[src/hw/arsh_map.svh]
/*
 accumulator back end: register offsets, field positions, reset values.
 assumes: included by the package and the design module.
*/
`ifndef ARSH_MAP_SVH
`define ARSH_MAP_SVH
// ==========================================================
// register byte offsets
`define ARSH_CFG 8'h00
`define ARSH_TRAPEN 8'h04
`define ARSH_STATUS 8'h08
`define ARSH_OPLO 8'h0C
`define ARSH_OPHI 8'h10
`define ARSH_CMD 8'h14
`define ARSH_ACC0LO 8'h18
`define ARSH_ACC0HI 8'h1C
`define ARSH_ACC1LO 8'h20
`define ARSH_ACC1HI 8'h24
`define ARSH_WBPTR 8'h28
`define ARSH_SDATA 8'h2C
`define ARSH_SRESLO 8'h30
`define ARSH_SRESHI 8'h34
// ==========================================================
// core config bits
`define ARSH_CF_CLIP0 7
`define ARSH_CF_CLIP1 6
`define ARSH_CF_WSEL 4
`define ARSH_CF_RKIND 1
`define ARSH_CF_STCLIP 0
// status bits
`define ARSH_ST_EGOV 4
`define ARSH_ST_ECLIP 5
`define ARSH_ST_TRAP 6
// command fields
`define ARSH_C_ACC 2
`define ARSH_C_ZERO 3
`define ARSH_C_WB 4
`define ARSH_C_WBIND 5
`define ARSH_C_RND 6
`define ARSH_C_XSRC 7
`define ARSH_C_LOGIC 8
// ==========================================================
// reset values and limits
`define ARSH_CFG_RST 8'h00
`define ARSH_WBPTR_RST 16'h0000
`define ARSH_POS40 40'h7F_FFFF_FFFF
`define ARSH_NEG40 40'h80_0000_0000
`define ARSH_POS32 40'h00_7FFF_FFFF
`define ARSH_NEG32 40'hFF_8000_0000
`define ARSH_POS24 24'h00_7FFF
`define ARSH_NEG24 24'hFF_8000
`define ARSH_POS16 16'h7FFF
`define ARSH_NEG16 16'h8000
`define ARSH_HALF 16'h8000
`define ARSH_WBSTEP 16'h0002
`endif

[src/hw/arsh_pkg.sv]
/*
 accumulator back end: types and the packed state record.
 assumes: nothing beyond the map header.
*/
`include "arsh_map.svh"
package arsh_pkg;
   // ==========================================================
   // command kinds
   typedef enum logic [1:0] {OP_ADD, OP_SUB, OP_STORE, OP_SHIFT} arsh_op_t;
   typedef enum logic [2:0] {K_MAC, K_MPY, K_MPYN, K_ED, K_DIFF_SQUARE_ACCUM_OP} arsh_kind_t;
   // ==========================================================
   // whole module state
   typedef struct packed {
      logic [7:0] cfg;
      logic [2:0] trapen;
      logic [1:0] gov;
      logic [1:0] clip;
      logic trap_st;
      logic [39:0] op;
      logic [15:0] wbptr;
      logic [39:0] sres;
      logic [15:0] sdata;
      logic [39:0] acc0;
      logic [39:0] acc1;
      logic dp_valid;
      logic dp_write;
      logic [7:0] dp_addr;
      logic [31:0] hrdata;
      logic hready;
      logic trap_pulse;
      logic xb_we;
      logic [15:0] xb_addr;
      logic [15:0] xb_wdata;
   } arsh_state_t;
endpackage

[src/hw/arsh_core.sv]
/*
 accumulator back end: 40-bit add/sub with clip and guard flags, traps,
 round, store clipping, write-back and barrel shifter, on an AHB-Lite slave.
 assumes: one AHB-Lite master, single word transfers, the core clock.
*/
// Local design decisions: the address map and register access over AHB-Lite.
`timescale 1ns/1ps
`default_nettype none
`include "arsh_map.svh"
module arsh_core (
   input wire logic CLK, // core clock, 25 MHz
   input wire logic ARST_N, // async reset, active low
   input wire logic HSEL, // slave select
   input wire logic [31:0] HADDR, // byte address
   input wire logic [1:0] HTRANS, // transfer type
   input wire logic HWRITE, // write when high
   input wire logic [2:0] HSIZE, // word only
   input wire logic [31:0] HWDATA, // write data
   input wire logic HREADY, // bus ready
   output logic HREADYOUT, // ready except in reset, where the flop clears it low
   output logic HRESP, // always okay
   output logic [31:0] HRDATA, // read data
   output logic TRAP_REQ, // arithmetic warning pulse
   output logic XB_WE, // data-space write strobe
   output logic [15:0] XB_ADDR, // data-space byte address of the word
   output logic [15:0] XB_WDATA // data-space write data
);
   // ==========================================================
   // round and store-clip helpers
   function automatic logic [23:0] rnd24(input logic [39:0] a, input logic en,
                                         input logic conv);
      logic inc;
      inc = en & a[15] & (~conv | (a[14:0] != 15'h0000) | a[16]);
      rnd24 = a[39:16] + {23'h00_0000, inc};
   endfunction
   function automatic logic [15:0] stclip(input logic [23:0] r, input logic sgn,
                                          input logic en);
      stclip = r[15:0];
      if (en && !sgn && r > `ARSH_POS24) stclip = `ARSH_POS16;
      if (en && sgn && r < `ARSH_NEG24) stclip = `ARSH_NEG16;
   endfunction

   // ==========================================================
   // state and working signals
   arsh_pkg::arsh_state_t st_q, st_d;
   logic wr, go, go_arith, tsel, sat_en, w32, conv;
   logic [31:0] cmd;
   arsh_pkg::arsh_op_t opk;
   logic [39:0] acc_t, acc_n, a_in, b_in, res, src, shl, shr;
   logic [40:0] sum;
   logic ovf39, ovf31, guard, gflag, cset, trap;
   logic [23:0] r24;
   logic [15:0] xw;
   logic signed [4:0] amt;
   logic [4:0] lamt;

   // ==========================================================
   // next-state logic
   always_comb begin
      st_d = st_q;
      st_d.trap_pulse = 1'b0;
      st_d.xb_we = 1'b0;
      st_d.hready = 1'b1;
      wr = st_q.dp_valid & st_q.dp_write;
      cmd = HWDATA;
      go = wr && st_q.dp_addr == `ARSH_CMD;
      opk = arsh_pkg::arsh_op_t'(cmd[1:0]);
      go_arith = go && (opk == arsh_pkg::OP_ADD || opk == arsh_pkg::OP_SUB);
      // target and non-target accumulator pick
      tsel = cmd[`ARSH_C_ACC];
      acc_t = tsel ? st_q.acc1 : st_q.acc0;
      acc_n = tsel ? st_q.acc0 : st_q.acc1;
      sat_en = tsel ? st_q.cfg[`ARSH_CF_CLIP1] : st_q.cfg[`ARSH_CF_CLIP0];
      w32 = st_q.cfg[`ARSH_CF_WSEL];
      conv = st_q.cfg[`ARSH_CF_RKIND];
      // adder: complement plus carry for subtract
      a_in = cmd[`ARSH_C_ZERO] ? 40'h00_0000_0000 : acc_t;
      b_in = (opk == arsh_pkg::OP_SUB) ? ~st_q.op : st_q.op;
      sum = {a_in[39], a_in} + {b_in[39], b_in}
            + {40'h00_0000_0000, opk == arsh_pkg::OP_SUB};
      ovf39 = sum[40] ^ sum[39];
      ovf31 = !((&sum[40:31]) || !(|sum[40:31]));
      guard = !((&sum[39:32]) || !(|sum[39:32]));
      gflag = guard && !(sat_en && w32);
      cset = (sat_en && w32) ? ovf31 : ovf39;
      // saturation follows true sign in bit 40
      res = sum[39:0];
      if (sat_en && w32 && ovf31) res = sum[40] ? `ARSH_NEG32 : `ARSH_POS32;
      if (sat_en && !w32 && ovf39) res = sum[40] ? `ARSH_NEG40 : `ARSH_POS40;
      trap = (gflag && st_q.trapen[tsel]) || (!sat_en && ovf39 && st_q.trapen[2]);
      // store rounding path
      r24 = rnd24(acc_t, cmd[`ARSH_C_RND], conv);
      // shifter operand and amount
      amt = $signed(cmd[20:16]);
      lamt = 5'(-amt);
      xw = st_q.op[15:0];
      if (cmd[`ARSH_C_XSRC]) begin
         if (amt >= 0) begin
            src = {{8{xw[15] & ~cmd[`ARSH_C_LOGIC]}}, xw, 16'h0000};
         end else begin
            src = {24'h00_0000, xw};
         end
      end else begin
         src = acc_t;
      end
      shr = cmd[`ARSH_C_LOGIC] ? src >> amt[3:0] : 40'($signed(src) >>> amt[3:0]);
      shl = src << lamt;
      // bus address phase capture
      if (HREADY) begin
         st_d.dp_valid = HSEL & HTRANS[1];
         st_d.dp_write = HWRITE;
         st_d.dp_addr = HADDR[7:0];
      end
      // plain register writes
      if (wr) begin
         unique case (st_q.dp_addr)
            `ARSH_CFG: st_d.cfg = HWDATA[7:0];
            `ARSH_TRAPEN: st_d.trapen = HWDATA[2:0];
            `ARSH_OPLO: st_d.op[31:0] = HWDATA;
            `ARSH_OPHI: st_d.op[39:32] = HWDATA[7:0];
            `ARSH_WBPTR: st_d.wbptr = HWDATA[15:0];
            default: ;
         endcase
      end
      // software clears sticky bits, hardware set below wins
      if (wr && st_q.dp_addr == `ARSH_STATUS) begin
         st_d.clip = st_q.clip & ~HWDATA[3:2];
         st_d.trap_st = st_q.trap_st & ~HWDATA[`ARSH_ST_TRAP];
      end
      // launched operations
      if (go_arith) begin
         st_d.gov[tsel] = gflag;
         if (cset) st_d.clip[tsel] = 1'b1;
         if (tsel) st_d.acc1 = res;
         else st_d.acc0 = res;
         if (trap) begin
            st_d.trap_pulse = 1'b1;
            st_d.trap_st = 1'b1;
         end
         // mac write-back of the other accumulator, always rounded
         if (cmd[`ARSH_C_WB] && cmd[11:9] == arsh_pkg::K_MAC) begin
            st_d.sdata = stclip(rnd24(acc_n, 1'b1, conv), acc_n[39],
                                st_q.cfg[`ARSH_CF_STCLIP]);
            if (cmd[`ARSH_C_WBIND]) begin
               st_d.xb_we = 1'b1;
               st_d.xb_addr = st_q.wbptr;
               st_d.xb_wdata = st_d.sdata;
               st_d.wbptr = st_q.wbptr + `ARSH_WBSTEP;
            end else begin
               st_d.wbptr = st_d.sdata;
            end
         end
      end
      if (go && opk == arsh_pkg::OP_STORE) begin
         st_d.sdata = stclip(r24, acc_t[39], st_q.cfg[`ARSH_CF_STCLIP]);
         st_d.xb_we = 1'b1;
         st_d.xb_addr = st_q.op[15:0];
         st_d.xb_wdata = st_d.sdata;
      end
      if (go && opk == arsh_pkg::OP_SHIFT) begin
         st_d.sres = (amt >= 0) ? shr : shl;
         if (cmd[`ARSH_C_XSRC]) begin
            st_d.sres = {24'h00_0000, (amt >= 0) ? st_d.sres[31:16] : st_d.sres[15:0]};
         end
      end
      // read data from the next state, so a write just before is seen
      if (HREADY && HSEL && HTRANS[1] && !HWRITE) begin
         unique case (HADDR[7:0])
            `ARSH_CFG: st_d.hrdata = {24'h00_0000, st_d.cfg};
            `ARSH_TRAPEN: st_d.hrdata = {29'h0000_0000, st_d.trapen};
            `ARSH_STATUS: st_d.hrdata = {25'h000_0000, st_d.trap_st, |st_d.clip,
                                         |st_d.gov, st_d.clip, st_d.gov};
            `ARSH_OPLO: st_d.hrdata = st_d.op[31:0];
            `ARSH_OPHI: st_d.hrdata = {24'h00_0000, st_d.op[39:32]};
            `ARSH_ACC0LO: st_d.hrdata = st_d.acc0[31:0];
            `ARSH_ACC0HI: st_d.hrdata = {24'h00_0000, st_d.acc0[39:32]};
            `ARSH_ACC1LO: st_d.hrdata = st_d.acc1[31:0];
            `ARSH_ACC1HI: st_d.hrdata = {24'h00_0000, st_d.acc1[39:32]};
            `ARSH_WBPTR: st_d.hrdata = {16'h0000, st_d.wbptr};
            `ARSH_SDATA: st_d.hrdata = {16'h0000, st_d.sdata};
            `ARSH_SRESLO: st_d.hrdata = st_d.sres[31:0];
            `ARSH_SRESHI: st_d.hrdata = {24'h00_0000, st_d.sres[39:32]};
            default: st_d.hrdata = 32'h0000_0000;
         endcase
      end
   end

   // ==========================================================
   // state register
   always_ff @(posedge CLK or negedge ARST_N) begin
      if (!ARST_N) begin
         st_q <= '0;
      end else begin
         st_q <= st_d;
      end
   end

   // outputs straight from flops, HRESP tied low
   assign HREADYOUT = st_q.hready;
   assign HRESP = 1'b0;
   assign HRDATA = st_q.hrdata;
   assign TRAP_REQ = st_q.trap_pulse;
   assign XB_WE = st_q.xb_we;
   assign XB_ADDR = st_q.xb_addr;
   assign XB_WDATA = st_q.xb_wdata;

   // ==========================================================
   // checks
   AST_GUARD: assert property (@(posedge CLK) disable iff (!ARST_N)
      go_arith && !tsel |=> st_q.gov[0] == $past(guard && !(sat_en && w32)))
      else $error("guard flag wrong");
   AST_TRAP: assert property (@(posedge CLK) disable iff (!ARST_N)
      go_arith && gflag && st_q.trapen[tsel] |=> TRAP_REQ && st_q.trap_st)
      else $error("guard trap missing");
   AST_CLIP_STICKY: assert property (@(posedge CLK) disable iff (!ARST_N)
      st_q.clip[0] && !(wr && st_q.dp_addr == `ARSH_STATUS) |=> st_q.clip[0])
      else $error("clip flag lost");
   AST_EITHER: assert property (@(posedge CLK) disable iff (!ARST_N)
      HREADY && HSEL && HTRANS[1] && !HWRITE && HADDR[7:0] == `ARSH_STATUS
      |=> HRDATA[`ARSH_ST_EGOV] == (|st_q.gov) && HRDATA[`ARSH_ST_ECLIP] == (|st_q.clip))
      else $error("combined status wrong");
   AST_SAT40: assert property (@(posedge CLK) disable iff (!ARST_N)
      go_arith && !tsel && sat_en && !w32 && ovf39 && !sum[40]
      |=> st_q.acc0 == `ARSH_POS40 && st_q.clip[0])
      else $error("40-bit clip wrong");
   AST_SAT32: assert property (@(posedge CLK) disable iff (!ARST_N)
      go_arith && tsel && sat_en && w32 && ovf31 && sum[40]
      |=> st_q.acc1 == `ARSH_NEG32 && !st_q.gov[1])
      else $error("32-bit clip wrong");
   AST_WRAP: assert property (@(posedge CLK) disable iff (!ARST_N)
      go_arith && !tsel && !sat_en && ovf39 && st_q.trapen[2]
      |=> st_q.acc0 == $past(sum[39:0]) && st_q.clip[0] && TRAP_REQ)
      else $error("wrap overflow wrong");
   AST_WB_INC: assert property (@(posedge CLK) disable iff (!ARST_N)
      go_arith && cmd[`ARSH_C_WB] && cmd[`ARSH_C_WBIND] && cmd[11:9] == 3'h0
      |=> XB_WE && XB_ADDR == $past(st_q.wbptr) && st_q.wbptr == $past(st_q.wbptr) + 16'h0002)
      else $error("write-back pointer wrong");
   AST_CONV_TIE: assert property (@(posedge CLK) disable iff (!ARST_N)
      go && opk == arsh_pkg::OP_STORE && cmd[`ARSH_C_RND] && conv && !acc_t[16]
      && acc_t[15:0] == `ARSH_HALF && !st_q.cfg[`ARSH_CF_STCLIP]
      |=> XB_WDATA == $past(acc_t[31:16]))
      else $error("convergent tie rounded");
   AST_STCLIP: assert property (@(posedge CLK) disable iff (!ARST_N)
      go && opk == arsh_pkg::OP_STORE && st_q.cfg[`ARSH_CF_STCLIP] && !acc_t[39]
      && r24 > `ARSH_POS24 |=> XB_WDATA == `ARSH_POS16 && st_q.acc0 == $past(st_q.acc0))
      else $error("store clip wrong");
   AST_SHIFT0: assert property (@(posedge CLK) disable iff (!ARST_N)
      go && opk == arsh_pkg::OP_SHIFT && !cmd[`ARSH_C_XSRC] && amt == 5'sd0
      |=> st_q.sres == $past(acc_t))
      else $error("zero shift changed operand");
endmodule // arsh_core
`default_nettype wire

[config.mk]
export PLATFORM = sky130hd
export DESIGN_NAME = arsh_core
export DESIGN_NICKNAME = d
export VERILOG_FILES = /design/src/hw/arsh_pkg.sv /design/src/hw/arsh_core.sv
export VERILOG_INCLUDE_DIRS = /design/src /design/src/hw
export SDC_FILE = /design/constraint.sdc
export NUM_CORES = 1
export LEC_CHECK = 0
export BUFFER_PORTS_ARGS = -buffer_cell sky130_fd_sc_hd__buf_4
export CORE_UTILIZATION = 42
export CTS_CLUSTER_DIAMETER = 120
export DETAILED_ROUTE_END_ITERATION = 8
export SLEW_MARGIN = 5
export SYNTH_ARGS = -nofsm -noshare
export SYNTH_HDL_FRONTEND = slang
export SYNTH_SLANG_ARGS = --single-unit
[constraint.sdc]
create_clock -name CLK -period 5.2 [get_ports CLK]
set_input_delay 0.52 -clock CLK [delete_from_list [all_inputs] [get_ports CLK]]
set_output_delay 0.52 -clock CLK [all_outputs]
set_load 0.005 [all_outputs]
==> metrics.txt <==
WP data required=5.64 ns; FF-to-FF setup slack=roughly 0.2 ns; failing checks=negative hold slack; PortBufs=approximately 110; clock sinks=285; vias in the first global route=27.5k; fin area=31700 sq um; synthesized area per cell=8.07 sq um; Pwr Density=between 150 and 200 nW/um^2; drt first pass iters=6; Leak=roughly 14 nW; clock tree buffer depth=3; TritonCTS Buffers=35; R2R Path End=HRDATA[15]; via count=28.8k; Total Nets Final=roughly 3.7k; Syn Inst Count=roughly 3.1k; Detail Route Antenna Nets=0; Die ar.=between 60000 and 70000 sq um; number of synthesized flops with an enable pin=0; largest net degree at the start of global routing=118; # DRC=0; clk_skew=0.0297 ns; achievable clock frequency=0.200 GHz; # IOs=around 140; Core Footprint=58000 sq um; Final Hold Fails=19; sequential share of the synthesized area=0.287; H-tree depth=2; area post-placement=roughly 30000 sq um; Max IR drop VDD=195 uV; vias per cell=~6.6; sequential group share of total power=0.374; cell taking the most area after synthesis=dfrtp_1; CTS clk-pin slew, worst paths=0.07 ns; Post-DP HPWL=111 mm; antenna violations before repair=11; Int Power=4.25 mW; synth top area cells=dfrtp_1 (29%), mux2i_1 (6.5%), nand2_1 (6.2%); #FFs+latches synth=285; RSZ-0062 raised after global routing=false; Initial DRC Count=roughly 3.7k; post-synthesis net count=between 3k and 4k; top-area cell type share of the netlist area=0.287; startpoint class of the critical path=register; Critical R2R Launch=st_q[244]; status=finished with violations; first-pass GRT wire length=195 mm; Hold WS=-0.0164 ns; Slew Limit Fails=0; fin util=0.547; Hold-fix buffers, CTS=0; Distinct cells, synth=103; wire per inst=31.5 um; Slew HR=0.172; drt total wl=138 mm; final worst path period need=5.00 ns; Post-synth ARST share=1.00; Worst-Skew Late Latency=0.58 ns; worst min path class=in -> async; layout cells sized above 1=0.285; CTS root buf=clkbuf_16; synthesized cell area=about 25000 sq um; Starting Density=0.428; GPL Wtd Cong=~1.1; final setup vio count=0; Crit Path Max Fanout=6; worst-margin pin slew=roughly 1.2 ns; Ys Warns=0; Arr. time, crit path=roughly 5.4 ns; gr ovfl total=0; Crit Path Class=reg -> reg; CP Capture Type=register; die height=245 um; gr usage total=0.451; Comb pwr share=0.231; Synth Flop Type=dfrtp_1; reg2reg path depth=18; critical path launch point=st_q[244]; num rows=88; switching share of power=0.321; Clock power frac=0.395; Max-cap violations=0; switching pwr=2.01 mW; number of fill cells=~5.6k; Die Span X=~250 um; CTS tree=done; Layout Area Growth over Synthesis=27.7%; final worst path period share=0.962
## synth_stat cells, types with 11 or more instances
cell type  number
inv_1          33
nand3_1        89
or3_1          13
mux4_2         29
a221oi_1       22
a31oi_1        21
o31ai_1        17
and2_1         26
nand2_1       413
nand2b_1       37
o211ai_1       33
or2_2          11
nor4_1         23
and3_1         21
o22a_1         11
xor2_1         38
o221ai_1       21
a32o_1         15
a221o_1        16
nand4_1        32
a22o_1         24
a22oi_1        59
mux2_2         80
o21ai_0       207
buf_4          73
o22ai_1        50
nand3b_1       20
clkbuf_1      165
buf_2          17
dfrtp_1       285
nor2_1        311
a211oi_1       35
o21a_1         28
ha_1           46
mux2i_1       160
a211o_1        15
buf_1          25
a21oi_1       205
nor2b_1        19
a21o_1         31
xnor2_1        86
nor3_1         40
## state kept, by name, indices dropped and copies added, names as in the netlist
register	count
conv	1
XB_ADDR	16
HREADYOUT	1
XB_WE	1
st_q	217
HRDATA	32
TRAP_REQ	1
XB_WDATA	16
## worst max path at each step
stage                     cells past startpoint          to
after floorplan                              22   HRDATA[2]
after global placement                       23   HRDATA[4]
after detailed placement                     21   HRDATA[2]
after CTS                                    22   HRDATA[2]
after global routing                         20   HRDATA[2]
final                                        18  HRDATA[15]
## per-layer routing
| metal | up-vias | global-route usage | share of wire |
|---|---|---|---|
| met4 | 10 | 0.311 | 0.088 |
| met1 | 14000 | 0.546 | 0.37 |
| li1 | 12300 | - | - |
| met3 | 536 | 0.143 | 0.11 |
| met2 | 1928 | 0.681 | 0.43 |
| met5 | - | 0 | 0.00057 |
## placed cells by master, fill, tap and decap left out, types with 21 or more instances in the layout
cell type	Yosys	final
a22o_1	24	24
xor2_1	38	37
ha_1	46	41
inv_1	33	32
nor2_1	311	305
buf_4	73	742
a221oi_1	22	22
dfrtp_1	285	281
a22oi_1	59	59
nor3_1	40	39
o211ai_1	33	33
a21o_1	31	31
a211oi_1	35	34
and3_1	21	21
a21oi_1	205	203
nand4_1	32	32
mux2_2	80	80
o22ai_1	50	50
and2_1	26	26
nand2b_1	37	36
o221ai_1	21	21
o21a_1	28	28
nand3_1	89	88
mux2i_1	160	141
mux4_2	29	29
nand2_1	413	412
o21ai_0	207	203
clkbuf_16	0	36
xnor2_1	86	82
## what timing repair did
action / 4_1_cts / 5_1_grt
pin swaps: 0 / 7
setup endpoints to repair: 1 / 50
resized for setup: 1 / 47
setup buffers: 0 / 4
## worst max-delay path, cell delays in order, from the launching register on
cell      delay [ns]
dfrtp_1         0.50
xnor2_1         0.40
ha_1            0.36
nand2_1         0.15
buf_4           0.15
o21ai_0         0.15
buf_4           0.19
a211oi_1        0.19
nor3_1          0.10
nor4_2          0.35
xnor2_1         0.17
or4_4           0.51
o31a_1          0.37
a21oi_4         0.20
nor2_2          0.13
buf_12          0.15
a21oi_2         0.33
a21oi_1         0.17
a211o_1         0.29
## area by class of cell
cell class,instances,area [sq um],area share
multi-input cells,2473,16600,0.522
repair buffers,755,5810,0.183
flip-flops and latches,285,7140,0.225
inverters,38,143,0.00450
clock inverters,14,170,0.00537
diodes,5,12.5,0.000395
well taps,765,957,0.0302
clock buffers,42,923,0.0291
## power by group through the flow
stage / combinational (mW) / clock, mW / sequential (mW)
floorplan: 0.684 / 0 / 2.35
global placement: 1.38 / 0 / 2.37
detailed placement: 1.38 / 0 / 2.37
CTS: 1.39 / 2.45 / 2.33
global route: 1.50 / 2.53 / 2.34
finish: 1.45 / 2.47 / 2.34
## logic make-up (layout without fill, tap and decap cells)
| family | count (synthesis) | after routing | synth area share |
|---|---|---|---|
| XOR/XNOR | 124 | 124 | 0.0437 |
| other | 2 | 7 | 0.000303 |
| AND/OR/NAND/NOR | 1102 | 1102 | 0.205 |
| flip-flops | 285 | 285 | 0.287 |
| multiplexers | 270 | 270 | 0.128 |
| buffers and inverters | 319 | 849 | 0.0604 |
| AO/OA/AOI/OAI | 928 | 928 | 0.252 |
| adder cells (fa/ha/maj) | 47 | 47 | 0.0240 |
## metrics by stage
step	power, mW	setup WS, ns	hold slack (ns)	setup TNS, ns	cells
after floorplan	3.03	-0.00984	0.224	-0.00984	3077
after global placement	3.74	-0.381	0.449	-16.01	4312
after detailed placement	3.75	-0.449	0.455	-16.95	4312
after CTS	6.17	0.0467	0.00150	0	4368
after global routing	6.38	0.00188	0.0407	0	4372
final	6.25	0.200	-0.0164	0	4377
Note: power is estimated with default switching activity, not from simulation.
